[src/design/capcmp_pkg.sv]
package capcmp_pkg;

   // Register byte offsets on the Wishbone slave
   localparam logic [4:0] RUN_OFF   = 5'h00; // Run control: bit0 run, bit1 prescaler run
   localparam logic [4:0] MODE_OFF  = 5'h04; // timer_mode_reg
   localparam logic [4:0] FFCR_OFF  = 5'h08; // flipflop_control_reg
   localparam logic [4:0] CMP0_OFF  = 5'h0c; // compare_reg_0
   localparam logic [4:0] CMP1_OFF  = 5'h10; // compare_reg_1
   localparam logic [4:0] CAP0_OFF  = 5'h14; // capture_reg_0, read only
   localparam logic [4:0] CAP1_OFF  = 5'h18; // capture_reg_1, read only
   localparam logic [4:0] CNT_OFF   = 5'h1c; // up_counter, read only

   // Run register fields
   localparam int RUN_EN_BIT  = 0;
   localparam int RUN_PRE_BIT = 1;

   // Mode register fields
   localparam int MODE_CLK_LSB  = 0; // Clock source select, 2 bits
   localparam int MODE_CLR_BIT  = 2; // Clear counter on compare-1 match
   localparam int MODE_CPM_LSB  = 3; // capture_trigger_select, 2 bits
   localparam int MODE_SWCAP_BIT = 5; // Write 1: software capture into capture_reg_0

   // Clock source codes
   localparam logic [1:0] CLK_EVENT = 2'h0; // capture_input_0 rising edges
   localparam logic [1:0] CLK_TAP1  = 2'h1;
   localparam logic [1:0] CLK_TAP2  = 2'h2;
   localparam logic [1:0] CLK_TAP3  = 2'h3;

   // Capture trigger codes
   localparam logic [1:0] CPM_OFF    = 2'h0;
   localparam logic [1:0] CPM_IN0    = 2'h1; // cap0 rise in0, cap1 fall in0
   localparam logic [1:0] CPM_TWO    = 2'h2; // cap0 rise in0, cap1 rise in1
   localparam logic [1:0] CPM_GATE   = 2'h3; // cap0 rise gate, cap1 fall gate

   // Flip-flop control fields
   localparam int FF_E0_BIT   = 0; // compare0_toggle_enable
   localparam int FF_E1_BIT   = 1; // compare1_toggle_enable
   localparam int FF_C0_BIT   = 2; // capture toggle enable
   localparam int FF_CTL_LSB  = 4; // 2-bit write command: 01 set, 10 clear, 11 invert

   // Reset values
   localparam logic [7:0]  MODE_RST = 8'h00;
   localparam logic [3:0]  FFCR_RST = 4'h0;
   localparam logic [15:0] CMP_RST  = 16'h0000;

   // Prescaler tap positions as power-of-two divisors
   localparam int TAP1_LOG = 2;
   localparam int TAP2_LOG = 4;
   localparam int TAP3_LOG = 6;

endpackage : capcmp_pkg

[src/design/capture_compare_timer16.sv]
// Contract
// - Trigger select 11 picks gating flip-flop
// - Gate rise to cap0, next fall cap1
// - Event counting clocks counter from input 0
// - Timing mode: counter free-runs on prescaler tap
// - Input0 rise to cap0, next fall cap1
// - Two-input mode: input0 rise loads cap0
// - Two-input mode: input1 rise loads cap1
// - Capture toggle enable toggles on cap0 load
// - Compare-1 enable toggles on compare-1 match
// - Compare-1 match raises interrupt
// - Clearing match enables stops match toggling only
// - Each match enable toggles only on its own compare match
// - Software capture also toggles output flip-flop
`timescale 1ns/1ps
`default_nettype none

module capture_compare_timer16 #(
   parameter int CNT_W = 16,              // Counter width
   parameter int PRE_W = 8                // Prescaler width
) (
   // Clock and reset
   input  wire logic             clk_i,
   input  wire logic             rst_i,
   // Wishbone slave
   input  wire logic             cyc_i,
   input  wire logic             stb_i,
   input  wire logic             we_i,
   input  wire logic [4:0]       adr_i,
   input  wire logic [3:0]       sel_i,
   input  wire logic [31:0]      dat_i,
   output logic      [31:0]      dat_o,
   output logic                  ack_o,
   // Pins and companion timer
   input  wire logic             capture_input_0_i,
   input  wire logic             capture_input_1_i,
   input  wire logic             gating_flipflop_i,
   output logic                  pulse_output_o,
   output logic                  compare1_match_irq_o,
   output logic                  compare0_match_o
);

   // Refuse sizes the logic cannot serve: the bus map packs the counter
   // into the low half word, and the slowest tap must exist in the
   // prescaler, or that clock source would never tick
   initial begin
      if (CNT_W != 16 || PRE_W <= capcmp_pkg::TAP3_LOG) begin
         $error("capture_compare_timer16: unsupported parameters");
      end
   end

   // Whole module state
   // Kept in one packed word so that reset, next-state and register
   // stay in step; every output is a field of it, hence a flip-flop
   typedef struct packed {
      logic [31:0]      rdat;    // Read data
      logic             ack;     // Bus acknowledge
      logic [1:0]       run;     // Run and prescaler run
      logic [7:0]       mode;    // Mode register
      logic [3:0]       ffcr;    // Flip-flop control enables
      logic [CNT_W-1:0] cmp0;    // compare_reg_0
      logic [CNT_W-1:0] cmp1;    // compare_reg_1
      logic [CNT_W-1:0] cap0;    // capture_reg_0
      logic [CNT_W-1:0] cap1;    // capture_reg_1
      logic [CNT_W-1:0] cnt;     // up_counter
      logic [PRE_W-1:0] pre;     // Prescaler
      logic             in0_d;   // Previous capture_input_0
      logic             in1_d;   // Previous capture_input_1
      logic             gate_d;  // Previous gating flip-flop
      logic             ff;      // output_flipflop
      logic             irq1;    // Compare-1 match pulse
      logic             irq0;    // Compare-0 match pulse
   } state_t;

   state_t st_r;
   state_t st_nxt;

   // Prescaler tap selection, a tick when the chosen bit falls
   // The falling bit marks one full period of that divided clock, so
   // a tap of log2 n gives exactly one tick every n cycles
   function automatic logic tap_tick(input logic [PRE_W-1:0] p,
                                     input logic [PRE_W-1:0] pn,
                                     input logic [1:0] sel);
      int b;
      b = (sel == capcmp_pkg::CLK_TAP1) ? capcmp_pkg::TAP1_LOG :
          (sel == capcmp_pkg::CLK_TAP2) ? capcmp_pkg::TAP2_LOG : capcmp_pkg::TAP3_LOG;
      return p[b-1] && !pn[b-1];
   endfunction : tap_tick

   // Byte-lane write merge
   // Lanes with a clear select keep the old byte, so a partial write
   // never disturbs the other fields of the same word
   function automatic logic [31:0] merge(input logic [31:0] old, input logic [31:0] d,
                                         input logic [3:0] sel);
      logic [31:0] r;
      r = old;
      for (int i = 0; i < 4; i++) begin
         if (sel[i]) begin
            r[i*8 +: 8] = d[i*8 +: 8];
         end
      end
      return r;
   endfunction : merge

   // Next state
   always_comb begin
      // Bus request decode
      logic             req;
      logic             wr;
      logic [31:0]      wv;
      // Counter advance
      logic             tick;
      // Pin edges against the previous sample
      logic             in0_rise;
      logic             in0_fall;
      logic             in1_rise;
      logic             g_rise;
      logic             g_fall;
      // Capture and toggle causes
      logic             swcap;
      logic             c0_trig;
      logic             c1_trig;
      logic             m0;
      logic             m1;
      logic             tog;
      // Field copies
      logic [1:0]       cpm;
      logic [1:0]       csel;
      logic [PRE_W-1:0] pn;
      // Every local starts from a known value so no path leaves a latch
      tick     = 1'b0;
      in0_rise = 1'b0;
      in0_fall = 1'b0;
      in1_rise = 1'b0;
      g_rise   = 1'b0;
      g_fall   = 1'b0;
      c0_trig  = 1'b0;
      c1_trig  = 1'b0;
      m0       = 1'b0;
      m1       = 1'b0;
      tog      = 1'b0;
      pn       = '0;
      // Default: every field holds
      st_nxt   = st_r;
      req      = cyc_i && stb_i && !st_r.ack;
      wr       = req && we_i;
      wv       = 32'h0000_0000;
      swcap    = 1'b0;
      cpm      = st_r.mode[capcmp_pkg::MODE_CPM_LSB +: 2];
      csel     = st_r.mode[capcmp_pkg::MODE_CLK_LSB +: 2];
      // Edges are judged against last cycle's sample; the samples start
      // low, matching the idle level of the pins, so reset gives no edge
      in0_rise = capture_input_0_i && !st_r.in0_d;
      in0_fall = !capture_input_0_i && st_r.in0_d;
      in1_rise = capture_input_1_i && !st_r.in1_d;
      g_rise   = gating_flipflop_i && !st_r.gate_d;
      g_fall   = !gating_flipflop_i && st_r.gate_d;
      // Remember this cycle's pin levels for the next edge test
      st_nxt.in0_d  = capture_input_0_i;
      st_nxt.in1_d  = capture_input_1_i;
      st_nxt.gate_d = gating_flipflop_i;
      // Prescaler runs only while enabled
      pn = st_r.run[capcmp_pkg::RUN_PRE_BIT] ? st_r.pre + 1'b1 : '0;
      st_nxt.pre = pn;
      // Counter clock source
      // Event mode counts rises of input 0; the other codes pick a tap
      if (csel == capcmp_pkg::CLK_EVENT) begin
         tick = in0_rise;
      end else begin
         tick = tap_tick(st_r.pre, pn, csel);
      end
      // A stopped counter never ticks, so no match can fire either
      tick = tick && st_r.run[capcmp_pkg::RUN_EN_BIT];
      // Matches are judged on the current count when it advances
      m0 = tick && (st_r.cnt == st_r.cmp0);
      m1 = tick && (st_r.cnt == st_r.cmp1);
      // Counter update; stop clears it so each run starts from zero
      if (!st_r.run[capcmp_pkg::RUN_EN_BIT]) begin
         st_nxt.cnt = '0;
      // Optional interval mode: compare 1 ends the period
      end else if (m1 && st_r.mode[capcmp_pkg::MODE_CLR_BIT]) begin
         st_nxt.cnt = '0;
      // Plain count up, wrapping at the full width
      end else if (tick) begin
         st_nxt.cnt = st_r.cnt + 1'b1;
      end
      // Bus writes
      // A write lands on the edge that takes the request; ack follows
      if (wr) begin
         unique case (adr_i)
            // Run and prescaler run bits
            capcmp_pkg::RUN_OFF: begin
               wv = merge({30'h0, st_r.run}, dat_i, sel_i);
               st_nxt.run = wv[1:0];
            end
            // Mode; the software capture bit acts once and reads back 0
            capcmp_pkg::MODE_OFF: begin
               wv = merge({24'h0, st_r.mode}, dat_i, sel_i);
               st_nxt.mode = {2'h0, 1'b0, wv[4:0]};
               swcap = sel_i[0] && wv[capcmp_pkg::MODE_SWCAP_BIT];
            end
            // Toggle enables, plus a one-shot set, clear or invert command
            capcmp_pkg::FFCR_OFF: begin
               wv = merge({28'h0, st_r.ffcr}, dat_i, sel_i);
               st_nxt.ffcr = {1'b0, wv[2:0]};
               if (sel_i[0]) begin
                  unique case (dat_i[capcmp_pkg::FF_CTL_LSB +: 2])
                     2'h1:    st_nxt.ff = 1'b1;
                     2'h2:    st_nxt.ff = 1'b0;
                     2'h3:    st_nxt.ff = !st_r.ff;
                     default: st_nxt.ff = st_r.ff;
                  endcase
               end
            end
            // Compare values, taken whole with no shadow buffer
            capcmp_pkg::CMP0_OFF: begin
               wv = merge({16'h0, st_r.cmp0}, dat_i, sel_i);
               st_nxt.cmp0 = wv[CNT_W-1:0];
            end
            capcmp_pkg::CMP1_OFF: begin
               wv = merge({16'h0, st_r.cmp1}, dat_i, sel_i);
               st_nxt.cmp1 = wv[CNT_W-1:0];
            end
            // Read-only and unmapped addresses ignore writes
            default: begin
            end
         endcase
      end
      // Capture triggers per selected source
      // Software capture is honoured in every select, even with none
      c0_trig = swcap;
      c1_trig = 1'b0;
      unique case (cpm)
         // Pulse width: rise then fall of input 0
         capcmp_pkg::CPM_IN0: begin
            c0_trig = c0_trig || in0_rise;
            c1_trig = in0_fall;
         end
         // Time difference: rise of input 0, then rise of input 1
         capcmp_pkg::CPM_TWO: begin
            c0_trig = c0_trig || in0_rise;
            c1_trig = in1_rise;
         end
         // Frequency: the companion timer's gate opens and closes
         capcmp_pkg::CPM_GATE: begin
            c0_trig = c0_trig || g_rise;
            c1_trig = g_fall;
         end
         default: begin
         end
      endcase
      // Registers change only on their own trigger
      // The value latched is the count of the cycle the edge is seen
      if (c0_trig) begin
         st_nxt.cap0 = st_r.cnt;
      end
      if (c1_trig) begin
         st_nxt.cap1 = st_r.cnt;
      end
      // Toggle triggers; one toggle per cycle even if several coincide
      // The toggle applies on top of a command written in the same
      // cycle, so software's level wins first and the event follows
      tog = (m0 && st_r.ffcr[capcmp_pkg::FF_E0_BIT])
         || (m1 && st_r.ffcr[capcmp_pkg::FF_E1_BIT])
         || (c0_trig && st_r.ffcr[capcmp_pkg::FF_C0_BIT]);
      if (tog) begin
         st_nxt.ff = !st_nxt.ff;
      end
      // Match pulses last one cycle, one per match
      st_nxt.irq1 = m1;
      st_nxt.irq0 = m0;
      // Bus answer, one wait-free cycle then ack drops
      st_nxt.ack  = req;
      // Read data stays zero outside the acknowledge cycle
      st_nxt.rdat = 32'h0000_0000;
      // Read mux samples the registers on the edge that takes the read
      if (req && !we_i) begin
         unique case (adr_i)
            capcmp_pkg::RUN_OFF:  st_nxt.rdat = {30'h0, st_r.run};
            capcmp_pkg::MODE_OFF: st_nxt.rdat = {24'h0, st_r.mode};
            capcmp_pkg::FFCR_OFF: st_nxt.rdat = {27'h0, st_r.ff, st_r.ffcr};
            capcmp_pkg::CMP0_OFF: st_nxt.rdat = {16'h0, st_r.cmp0};
            capcmp_pkg::CMP1_OFF: st_nxt.rdat = {16'h0, st_r.cmp1};
            capcmp_pkg::CAP0_OFF: st_nxt.rdat = {16'h0, st_r.cap0};
            capcmp_pkg::CAP1_OFF: st_nxt.rdat = {16'h0, st_r.cap1};
            capcmp_pkg::CNT_OFF:  st_nxt.rdat = {16'h0, st_r.cnt};
            default:              st_nxt.rdat = 32'h0000_0000;
         endcase
      end
   end

   // State register
   // Synchronous reset; the compare and control fields take their own
   // reset constants so they can differ from zero later
   always_ff @(posedge clk_i) begin
      if (rst_i) begin
         st_r      <= '0;
         st_r.mode <= capcmp_pkg::MODE_RST;
         st_r.ffcr <= capcmp_pkg::FFCR_RST;
         st_r.cmp0 <= capcmp_pkg::CMP_RST;
         st_r.cmp1 <= capcmp_pkg::CMP_RST;
      end else begin
         st_r <= st_nxt;
      end
   end

   // Outputs straight from state
   // No logic sits between these flip-flops and the pins
   assign dat_o                = st_r.rdat;
   assign ack_o                = st_r.ack;
   assign pulse_output_o       = st_r.ff;
   assign compare1_match_irq_o = st_r.irq1;
   assign compare0_match_o     = st_r.irq0;

endmodule : capture_compare_timer16

`default_nettype wire

[config.mk]
export PLATFORM = sky130hd
export DESIGN_NAME = capture_compare_timer16
export DESIGN_NICKNAME = d
export VERILOG_FILES = /design/src/design/capcmp_pkg.sv /design/src/design/capture_compare_timer16.sv
export SDC_FILE = /design/constraint.sdc
export NUM_CORES = 1
export LEC_CHECK = 0
export ABC_AREA = 1
export BUFFER_PORTS_ARGS = -buffer_cell sky130_fd_sc_hd__buf_2
export CAP_MARGIN = 10
export CORE_ASPECT_RATIO = 1.2
export CORE_MARGIN = 2
export CORE_UTILIZATION = 38
export CTS_CLUSTER_DIAMETER = 150
export CTS_CLUSTER_SIZE = 14
export DETAILED_ROUTE_END_ITERATION = 8
export SYNTH_ARGS = -nofsm -noshare
export SYNTH_HDL_FRONTEND = slang
export SYNTH_SLANG_ARGS = --single-unit
[constraint.sdc]
create_clock -name clk_i -period 4.18 [get_ports clk_i]
set_clock_uncertainty 0.05 [all_clocks]
set_input_delay 0.836 -clock clk_i [delete_from_list [all_inputs] [get_ports clk_i]]
set_output_delay 0.836 -clock clk_i [all_outputs]
set_load 0.1 [all_outputs]
* Word-level counts from Yosys, hierarchy flattened
Cells that the tools add are included.
Cells by class: bitwise operators 2, magnitude comparators 1, divide/modulo/power cells 0, $add $sub $neg 3, reduce and logical (&&, ||, !) cells 44, multipliers 0, equal/unequal tests 18, shift operators 0, multiplexer cells 23
Operator list (number):
- $pmux W16 S8 | 1
- $eq A16 B16 Y1 | 2
- $reduce_and A3 Y1 | 7
- $eq A5 B5 Y1 const B | 4
- $logic_and A1 B1 Y1 | 18
- $mux W6 | 3
- $add A16 B1 Y16 const B | 1
- $mux W1 | 11
- $eq A2 B2 Y1 const B | 5
- $eq A5 B4 Y1 const B | 2
- $logic_not A1 Y1 | 10
- $add A8 B1 Y8 const B | 1
- $mux W8 | 1
- $bmux W1 S3 | 2
- $eq A2 B1 Y1 const B | 3
- $pmux W1 S3 | 2
- $eq A5 B3 Y1 const B | 1
- $logic_not A5 Y1 | 1
- $lt A4 B5 Y1 const B | 1
- $logic_or A1 B1 Y1 | 4
- $reduce_or A2 Y1 | 2
- $sub A3 B1 Y4 const B | 1
- $mux W3 | 1
- $ne A3 B3 Y1 const B | 1
- other kinds (5) | 6
Storage, ports and cells: bits in writable memories 0, memories 0, bits in read-only memories 0, bits in latches 0, output and inout bits 36, register bits after elaboration 137

* Depth between registers and ports, before layout
Gate-level depths: netlist of run 1.
word-level depth 16, mapped depth 14, depth with buffers taken out 13

* Worst setup path after synthesis of run 1
OpenSTA, ideal clock, no wires.
path kind reg2reg, start reg st_r (netlist bit ack_o), end reg st_r[59] (netlist name), data arrival time 2.007 ns, clock period less this slack 2.181 ns, cell stages (with the launch flop) 8, setup slack 1.999 ns, path buffers 1, setup time 0.124 ns, cells stage by stage dfxtp_1 nor2_1 nand3_1 nor2_4 a22o_2 buf_2 o21ai_0 a21oi_1
Between the ends: cells in the longest elaborated chain, start to end 6, elaborated cells on any way between the ends 7, classes of those cells mux: 2; reduce/logical: 5
RTL lines:
- start: declaration | RTL line capture_compare_timer16.sv:75 | state_t st_r;
- start signal: assignment | RTL line capture_compare_timer16.sv:303 | st_r <= st_nxt;
- $logic_not A1 Y1 (*) | RTL line capture_compare_timer16.sv:145 | req = cyc_i && stb_i && !st_r.ack;
- $logic_and A1 B1 Y1 (*) | RTL line capture_compare_timer16.sv:145
- $logic_and A1 B1 Y1 (*) | RTL line capture_compare_timer16.sv:146 | wr = req && we_i;
- $mux W1 (*) | RTL line capture_compare_timer16.sv:189 | if (wr) begin
- $logic_or A1 B1 Y1 (on tied branches) | RTL line capture_compare_timer16.sv:246, capture_compare_timer16.sv:236, capture_compare_timer16.sv:241
- $pmux W1 S2 (*) | RTL line capture_compare_timer16.sv:233 | unique case (cpm)
Mark *: on every way between the ends. The rest lies on a longest branch, timed or not. A chain may end at the register's enable or synchronous reset.

* Worst setup path in the final report of run 1
start reg st_r[99] (netlist name), end reg st_r[16] (netlist name)
Between the ends: cells in the longest elaborated chain, start to end 14, elaborated cells on any way between the ends 19, classes of those cells add/sub: 1; eq/ne: 2; mux: 9; reduce/logical: 7
RTL lines:
- $eq A2 B2 Y1 | RTL line capture_compare_timer16.sv:86 | (sel == capcmp_pkg::CLK_TAP2) ? capcmp_pkg::TAP2_LOG : capcmp_pkg::TAP3_LOG;
- $mux W2 | RTL line capture_compare_timer16.sv:86
- $mux W3 | RTL line capture_compare_timer16.sv:85 | b = (sel == capcmp_pkg::CLK_TAP1) ? capcmp_pkg::TAP1_LOG :
- $sub A3 B1 Y4 | RTL line capture_compare_timer16.sv:87 | return p[b-1] && !pn[b-1];
- $bmux W1 S3 | RTL line capture_compare_timer16.sv:87
- $mux W1 (not written as such) (2 in series) | RTL line capture_compare_timer16.sv:87
- $logic_not A1 Y1 | RTL line capture_compare_timer16.sv:87
- $logic_and A1 B1 Y1 | RTL line capture_compare_timer16.sv:87
- $mux W1 (*) | RTL line capture_compare_timer16.sv:167 | if (csel == capcmp_pkg::CLK_EVENT) begin
- $logic_and A1 B1 Y1 (*) | RTL line capture_compare_timer16.sv:173 | tick = tick && st_r.run[capcmp_pkg::RUN_EN_BIT];
- $logic_and A1 B1 Y1 | RTL line capture_compare_timer16.sv:176 | m1 = tick && (st_r.cnt == st_r.cmp1);
- $logic_and A1 B1 Y1 | RTL line capture_compare_timer16.sv:181 | end else if (m1 && st_r.mode[capcmp_pkg::MODE_CLR_BIT]) begin
- $reduce_or A3 Y1 (no line)
Mark *: on every way between the ends. The rest lies on a longest branch, timed or not. The select of a mux whose other input is x is not followed.

==> results of run 1 <==
==> worst max-delay path: cells and delay by family, from the launching register on <==
family / cells / cell delay [ps]
buf+inv: 3 / 340
flops: 1 / 350
fa+ha+maj: 1 / 260
compound gates: 3 / 740
simple gates: 5 / 550
==> registers in the layout (all words and copies together) (netlist names) <==
signal,cells
st_r,101
pulse_output_o,1
dat_o,16
ack_o,1
compare0_match_o,1
compare1_match_irq_o,1
==> cells by family after synthesis <==
family                     share of synthesized area [%]
xor gates and xnor gates                            3.66
DFF                                                 42.2
buffers and inverters                               11.8
adders and majority gates                          0.871
and+or+nand+nor                                     19.0
other                                             0.0653
AOI/OAI and AO/OA                                   22.5
==> worst paths after layout <==
| check | startpoint | depth (start not counted) | endpoint | slack, ps |
|---|---|---|---|---|
| worst max-delay path | st_r[99] | 12 | st_r[16] | 1720 |
| worst min-delay path | st_r[6] | 1 | st_r[6] | 400 |
| worst max register to register | st_r[99] | 12 | st_r[16] | 1720 |
| worst min register to register | st_r[6] | 1 | st_r[6] | 400 |
==> cell usage after synthesis (all sizes together) <==
cell / instances / share of area (%)
nand2: 122 / 8.3
dfxtp: 121 / 42
a21oi: 99 / 9.3
o21ai: 92 / 8.2
inv: 80 / 5.3
nor2: 68 / 4.9
buf: 43 / 5.3
nand3: 25 / 2.2
a221oi: 20 / 3.0
clkbuf: 18 / 1.2
nor3: 18 / 1.7
nand4: 13 / 1.4
xnor2: 13 / 2.0
xor2: 11 / 1.7
o22ai: 8 / 0.87
ha: 4 / 0.87
a31oi: 3 / 0.33
nor4: 3 / 0.33
a211oi: 2 / 0.26
a22o: 2 / 0.33
conb: 1 / 0.065
nand3b: 1 / 0.13
o21bai: 1 / 0.13
or2: 1 / 0.11
==> layout by cell type, fill, tap and decap left out, types with 7 or more instances in the layout <==
cell type,synthesis,routed
a21oi_1,89,88
dfxtp_1,121,121
o22ai_1,8,8
nor3_1,17,17
clkbuf_16,0,17
buf_4,33,7
nand3_1,25,25
a21oi_2,10,11
nor2_1,62,62
nand4_1,13,13
a221oi_1,20,20
o21ai_0,90,90
nand2_1,118,118
xnor2_1,13,13
conb_1,1,16
buf_2,8,50
inv_1,74,74
xor2_1,11,11
==> where the power goes <==
part / total (mW) / switching, mW / leakage [nW] / internal (mW)
combinational: 0.128 / 0.108 / 1.18 / 0.0204
clock: 1.49 / 0.560 / 0.293 / 0.930
sequential: 1.16 / 0.00192 / 0.975 / 1.16
==> routing by layer <==
layer | wire length, um | track usage, %
met5 | 0 | 0
met4 | 329 | 8.46
met3 | 640 | 4.28
met2 | 7310 | 31.9
met1 | 6960 | 24.4
==> per-stage QoR <==
stage               hold WS [ps]  area [um2]
finish                       397        6600
global route                 411        6600
CTS                          399        6600
detailed placement           390        5990
global placement             382        5990
floorplan                    368        5800
==> layout make-up <==
cell class / count / share of cell area, %
multi-input cells: 522 / 41.0
flip-flops and latches: 121 / 36.7
clock buffers: 20 / 7.08
inverters: 80 / 4.63
repair buffers: 57 / 4.59
well taps: 204 / 3.87
clock inverters: 12 / 2.09
==> impl_metrics.env, run 1 <==
export IMPL_synth_seq_area_share_pct=42.2
export IMPL_ctsRootBufferMaster="clkbuf_16"
export IMPL_worstPathRequired_ps=4410
export IMPL_avgRoutedWirePerCell_um=15.0
export IMPL_dp_cells=984
export IMPL_ys_types=38
export IMPL_synth_seq_cells=121
export IMPL_cts_sinks=121
export IMPL_antenna_left=0
export IMPL_dieArea_um2=16100
export IMPL_overflow=0
export IMPL_area_delta_synth_final_pct=14.8
export IMPL_die_w_um=116
export IMPL_leakage_nw=2.45
export IMPL_cp_slowest_stage_delay_ps=530
export IMPL_multi_input_area_um2=2710
export IMPL_grt_max_degree=76
export IMPL_start_util_pct=38.6
export IMPL_syn_inst=769
export IMPL_pre_cts_slack_ps=1320
export IMPL_gp_congestion=0.853
export IMPL_hold_path_class="reg -> reg"
export IMPL_worst_setup_path_type="reg -> reg"
export IMPL_status="completed"
export IMPL_grt_usage_pct=19.5
export IMPL_h_tree_depth=4
export IMPL_path_clk_slew_ps=60
export IMPL_antenna_found_initial=0
export IMPL_syn_area_um2=5740
export IMPL_vdd_drop_max_mv=0.246
export IMPL_synth_yosys_warnings=0
export IMPL_cts_resized=0
export IMPL_drv_slew=0
export IMPL_worst_ep_arrival_time_ps=2690
export IMPL_drt_vias_per_instance=5.01
export IMPL_setup_ws_ps=1720
export IMPL_syn_avg_cell_area_um2=7.47
export IMPL_final_cells=1016
export IMPL_clock_path_buffers=2
export IMPL_drt_initial_drc_count=377
export IMPL_seq_area_um2=2420
export IMPL_dr_pass1_iters=5
export IMPL_die_height_um=139
export IMPL_post_route_period_util_pct=58.8
export IMPL_place_hpwl_um=10900
export IMPL_finalHoldViolCount=0
export IMPL_tightest_slew_ps=661
export IMPL_drive_gt1_share_pct=14.8
export IMPL_num_fill_cells=1528
export IMPL_cap_violations=0
export IMPL_post_route_drc_count=0
export IMPL_rsz0062_at_grt="false"
export IMPL_core_area_um2=14900
export IMPL_insertion_delay_ps=420
export IMPL_final_util_pct=44.3
export IMPL_grt_pass1_wl_um=24300
export IMPL_antennaDiodeCount=0
export IMPL_p_per_area_nw_per_um2=421
export IMPL_crit_chain="inv_1 -> ha_1 -> inv_1 -> o21ai_0 -> a21oi_1 -> nand3_1 -> nand2_2 -> nand2_4 -> inv_6 -> nand2_4 -> o21ai_4 -> nor3_1"
export IMPL_worstSetupEndpointType="register"
export IMPL_row_count=49
export IMPL_fmax_ghz=0.407
export IMPL_setup_violations=0
export IMPL_setup_tns_ps=0
export IMPL_crit_slowest_cell="o21ai_4"
export IMPL_cp_max_fo=16
export IMPL_via_count=5092
export IMPL_slew_headroom_pct=55.8
export IMPL_cts_inserted_buffers=17
export IMPL_io_buffers=50
export IMPL_grt_pass1_vias=4731
export IMPL_min_period_ps=2460
export IMPL_post_cts_buffers=0
export IMPL_cts_tree="yes"
export IMPL_hold_buffers=0
export IMPL_io_pins=85
export IMPL_fin_nets=852
export IMPL_postRouteWirelength_um=15200
export IMPL_crit_path_start_kind="register"
export IMPL_p_total_mw=2.78
Note: power is estimated with default switching activity, not from simulation.
==> run 2, diff against run 1 <==
==> constraint.sdc (replaced) <==
create_clock -name clk_i -period 2.3 [get_ports clk_i]
set_clock_uncertainty 0.05 [all_clocks]
set_input_delay 0.46 -clock clk_i [delete_from_list [all_inputs] [get_ports clk_i]]
set_output_delay 0.46 -clock clk_i [all_outputs]
set_load 0.1 [all_outputs]
==> impl_metrics.env, run 2 (synthesis gave the netlist of run 1 again) <==
export IMPL_status="completed"
export IMPL_via_count=5154
export IMPL_crit_chain="inv_1 -> ha_1 -> inv_1 -> o21ai_0 -> a21oi_1 -> nand3_1 -> nand2_2 -> nand2_4 -> inv_6 -> nand2_4 -> o21ai_4 -> buf_12 -> nor3_1"
export IMPL_grt_pass1_vias=4800
export IMPL_rsz0062_at_grt="false"
export IMPL_io_pins=85
export IMPL_worstSetupEndpointType="register"
export IMPL_cts_resized=0
export IMPL_hold_end="st_r[4]"
export IMPL_tightest_slew_ps=579
export IMPL_r2r_cells=13
export IMPL_crit_slowest_cell="dfxtp_1"
export IMPL_worstHoldStart="capture_input_1_i"
export IMPL_top_register="st_r"
export IMPL_io_buffers=50
export IMPL_vdd_drop_max_mv=0.450
export IMPL_clock_path_buffers=2
export IMPL_core_area_um2=14900
export IMPL_gp_congestion=0.906
export IMPL_final_cells=1026
export IMPL_hold_depth=3
export IMPL_antenna_found_initial=0
export IMPL_antennaDiodeCount=0
export IMPL_insertion_delay_ps=420
export IMPL_row_count=49
export IMPL_cts_tree="yes"
export IMPL_leakage_nw=2.50
export IMPL_dr_pass1_iters=5
export IMPL_hold_buffers=0
export IMPL_path_buf_inv=4
export IMPL_drt_vias_per_instance=5.02
export IMPL_finalHoldViolCount=0
export IMPL_worst_ep_arrival_time_ps=2260
export IMPL_avgRoutedWirePerCell_um=14.7
export IMPL_hold_slack_ps=214
export IMPL_ctsRootBufferMaster="clkbuf_16"
export IMPL_grt_pass1_wl_um=24300
export IMPL_cp_max_fo=16
export IMPL_grt_max_degree=76
export IMPL_antenna_left=0
export IMPL_worstReg2RegEnd="st_r[16]"
export IMPL_dieArea_um2=16100
export IMPL_setup_violations=0
export IMPL_drv_slew=0
export IMPL_r2r_slack_ps=290
export IMPL_fin_nets=863
export IMPL_num_fill_cells=1548
export IMPL_slew_headroom_pct=61.3
export IMPL_p_per_area_nw_per_um2=739
export IMPL_area_delta_synth_final_pct=16.4
export IMPL_largest_reg_flops=101
export IMPL_dp_cells=995
export IMPL_setup_ws_ps=291
export IMPL_drive_gt1_share_pct=15.7
export IMPL_timing_rr_start="st_r[98]"
export IMPL_grt_usage_pct=19.3
export IMPL_crit_path_start_kind="register"
export IMPL_mostFrequentLayoutCells="dfxtp_1 (121), nand2_1 (118), o21ai_0 (90)"
export IMPL_cts_inserted_buffers=17
export IMPL_worstPathRequired_ps=2550
export IMPL_min_period_ps=2010
export IMPL_place_hpwl_um=10900
export IMPL_h_tree_depth=4
export IMPL_hold_path_class="in -> reg"
export IMPL_die_w_um=116
export IMPL_cp_slowest_stage_delay_ps=330
export IMPL_place_area_um2=6110
export IMPL_die_height_um=139
export IMPL_final_util_pct=44.9
export IMPL_final_area_um2=6690
export IMPL_path_delay_family="buffers and inverters"
export IMPL_post_route_drc_count=0
export IMPL_layout_commonest_cell="dfxtp_1"
export IMPL_overflow=0
export IMPL_p_total_mw=4.94
export IMPL_post_route_period_util_pct=87.3
export IMPL_worst_setup_path_type="reg -> reg"
export IMPL_path_clk_slew_ps=60
export IMPL_start_util_pct=38.6
export IMPL_cap_violations=0
export IMPL_drt_initial_drc_count=370
export IMPL_postRouteWirelength_um=15100
export IMPL_fmax_ghz=0.498
export IMPL_post_cts_buffers=0
export IMPL_setup_tns_ps=0
export IMPL_pre_cts_slack_ps=201
export IMPL_cts_sinks=121
-- run 2: layout make-up --
cell class / instances / area, um2 / share of cell area (%)
Sequential cell: 121 / 2420 / 36.2
Timing Repair Buffer: 68 / 423 / 6.32
Clock buffer: 18 / 429 / 6.42
Multi-Input combinational cell: 522 / 2710 / 40.5
Inverter: 80 / 305 / 4.57
Clock inverter: 13 / 145 / 2.17
Tap cell: 204 / 255 / 3.82
-- run 2: worst max path at each step --
| stage | end | slack [ps] | from | cells after the start |
|---|---|---|---|---|
| final | st_r[16] | 290 | st_r[98] | 13 |
| after global routing | st_r[20] | 140 | st_r[98] | 13 |
| after CTS | st_r[22] | 260 | st_r[98] | 13 |
| after detailed placement | st_r[88] | 200 | adr_i[1] | 8 |
| after global placement | st_r[70] | 280 | adr_i[1] | 8 |
| after floorplan | st_r[59] | 120 | ack_o | 7 |
-- run 2: power breakdown --
group / switching, mW / internal, mW / total, mW
Combinational: 0.197 / 0.0404 / 0.237
Sequential: 0.00361 / 2.10 / 2.11
Clock: 1.00 / 1.60 / 2.60
-- run 2: routing by layer --
layer / wire, um / GRT usage [%] / vias up
li1: - / - / 2626
met1: 6810 / 24.7 / 2383
met2: 7360 / 31.5 / 116
met3: 510 / 4.20 / 29
met4: 404 / 7.46 / 0
met5: 0 / 0 / -
-- run 2: worst register-to-register path, delay by kind of cell, from the launching register on --
family          cells  cell delay (ps)
buf+inv             4              470
simple gates        5              430
flops               1              330
compound gates      3              330
fa+ha+maj           1              290
==> run 3, diff against run 2 <==
--- a/config.mk
+++ b/config.mk
@@ -10,10 +10,11 @@
 export CAP_MARGIN = 10
 export CORE_ASPECT_RATIO = 1.2
 export CORE_MARGIN = 2
-export CORE_UTILIZATION = 38
+export CORE_UTILIZATION = 45
 export CTS_CLUSTER_DIAMETER = 150
 export CTS_CLUSTER_SIZE = 14
 export DETAILED_ROUTE_END_ITERATION = 8
+export PLACE_DENSITY = 0.65
 export SYNTH_ARGS = -nofsm -noshare
 export SYNTH_HDL_FRONTEND = slang
 export SYNTH_SLANG_ARGS = --single-unit
==> impl_metrics.env, run 3 (synthesis gave the netlist of run 1 again) <==
export IMPL_cp_max_fo=16
export IMPL_cts_sinks=121
export IMPL_cts_tree="yes"
export IMPL_cap_violations=0
export IMPL_p_per_area_nw_per_um2=762
export IMPL_postRouteWirelength_um=15400
export IMPL_post_route_period_util_pct=86.8
export IMPL_crit_slowest_cell="dfxtp_1"
export IMPL_h_tree_depth=4
export IMPL_drt_initial_drc_count=377
export IMPL_insertion_delay_ps=420
export IMPL_path_delay_family="buffers and inverters"
export IMPL_place_hpwl_um=11000
export IMPL_cts_inserted_buffers=17
export IMPL_mostFrequentLayoutCells="dfxtp_1 (121), nand2_1 (118), o21ai_0 (90)"
export IMPL_antenna_left=0
export IMPL_clock_path_buffers=2
export IMPL_setup_violations=0
export IMPL_wl_met3_um=700
export IMPL_finalHoldViolCount=0
export IMPL_die_height_um=128
export IMPL_worstPathRequired_ps=2560
export IMPL_antennaDiodeCount=0
export IMPL_cp_slowest_stage_delay_ps=330
export IMPL_leakage_nw=2.51
export IMPL_hold_path_class="in -> reg"
export IMPL_crit_path_start_kind="register"
export IMPL_drive_gt1_share_pct=15.8
export IMPL_post_route_drc_count=0
export IMPL_rsz0062_at_grt="false"
export IMPL_hold_buffers=0
export IMPL_ctsRootBufferMaster="clkbuf_16"
export IMPL_grt_pass1_wl_um=24800
export IMPL_setup_ws_ps=303
export IMPL_worst_ep_arrival_time_ps=2250
export IMPL_antenna_found_initial=0
export IMPL_dieArea_um2=13700
export IMPL_start_util_pct=45.7
export IMPL_vdd_drop_max_mv=0.470
export IMPL_crit_chain="inv_1 -> ha_1 -> inv_1 -> o21ai_0 -> a21oi_1 -> nand3_1 -> nand2_2 -> nand2_4 -> inv_6 -> nand2_4 -> o21ai_4 -> buf_12 -> nor3_1"
export IMPL_top_register="st_r"
export IMPL_overflow=0
export IMPL_layout_commonest_cell="dfxtp_1"
export IMPL_drt_met1_wl_um=6410
export IMPL_via_count=5331
export IMPL_worst_setup_path_type="reg -> reg"
export IMPL_area_delta_synth_final_pct=16.2
export IMPL_grt_pass1_vias=4909
export IMPL_pre_cts_slack_ps=251
export IMPL_die_w_um=107
export IMPL_path_buf_inv=4
export IMPL_setup_tns_ps=0
export IMPL_largest_reg_flops=101
export IMPL_cts_resized=0
export IMPL_io_pins=85
export IMPL_drv_slew=0
export IMPL_final_util_pct=53.2
export IMPL_fin_nets=863
export IMPL_core_area_um2=12600
export IMPL_post_cts_buffers=0
export IMPL_gp_congestion=0.880
export IMPL_min_period_ps=2000
export IMPL_top_layer_used="met4"
export IMPL_fmax_ghz=0.501
export IMPL_dr_pass1_iters=5
export IMPL_wl_met2_um=7540
export IMPL_grt_usage_pct=23.2
export IMPL_grt_max_degree=76
export IMPL_row_count=45
export IMPL_slew_headroom_pct=59.7
export IMPL_worstSetupEndpointType="register"
export IMPL_drt_vias_per_instance=5.40
export IMPL_io_buffers=50
export IMPL_avgRoutedWirePerCell_um=15.6
export IMPL_path_clk_slew_ps=60
export IMPL_status="completed"
export IMPL_tightest_slew_ps=603
run 3: stage by stage:
step	std cells	hold slack, ps	total power [mW]	area, um2
floorplan	784	368	2.35	5800
global placement	955	379	2.38	6060
detailed placement	955	396	2.39	6060
CTS	987	195	5.11	6670
global route	987	222	5.22	6670
finish	987	201	5.08	6670
run 3: final timing paths:
path / cells past startpoint / slack (ps) / start / endpoint
worst min register to register: 1 / 400 / st_r[6] / st_r[6]
worst max-delay path: 13 / 300 / st_r[98] / st_r[16]
worst min-delay path: 3 / 200 / capture_input_1_i / st_r[4]
worst max register to register: 13 / 300 / st_r[98] / st_r[16]
run 3: report_power, final:
group / leakage (nW) / switching (mW) / internal [mW]
clock network: 0.286 / 1.00 / 1.74
logic: 1.25 / 0.197 / 0.0404
registers: 0.975 / 0.00358 / 2.10
total: 2.51 / 1.20 / 3.88
run 3: worst reg2reg max path, cell delays in order, from the launching register on:
cell and delay (ps):
dfxtp_1 330, inv_1 80, ha_1 290, inv_1 60, o21ai_0 80, a21oi_1 120
nand3_1 100, nand2_2 110, nand2_4 80, inv_6 120, nand2_4 70, o21ai_4 150
buf_12 180, nor3_1 70
run 3: routing by layer:
metal	up-vias	global-route usage [%]
met5	-	0
met4	0	14.2
met3	52	4.68
met2	161	38.0
met1	2490	27.8
li1	2628	-
run 3: cell type report:
type,instances,area (um2)
Clock buffer,19,443
Fill cell,1155,5880
Inverter,80,305
Sequential cell,121,2420
Clock inverter,13,169
Timing Repair Buffer,68,423
Multi-Input combinational cell,522,2710
Tap cell,164,205
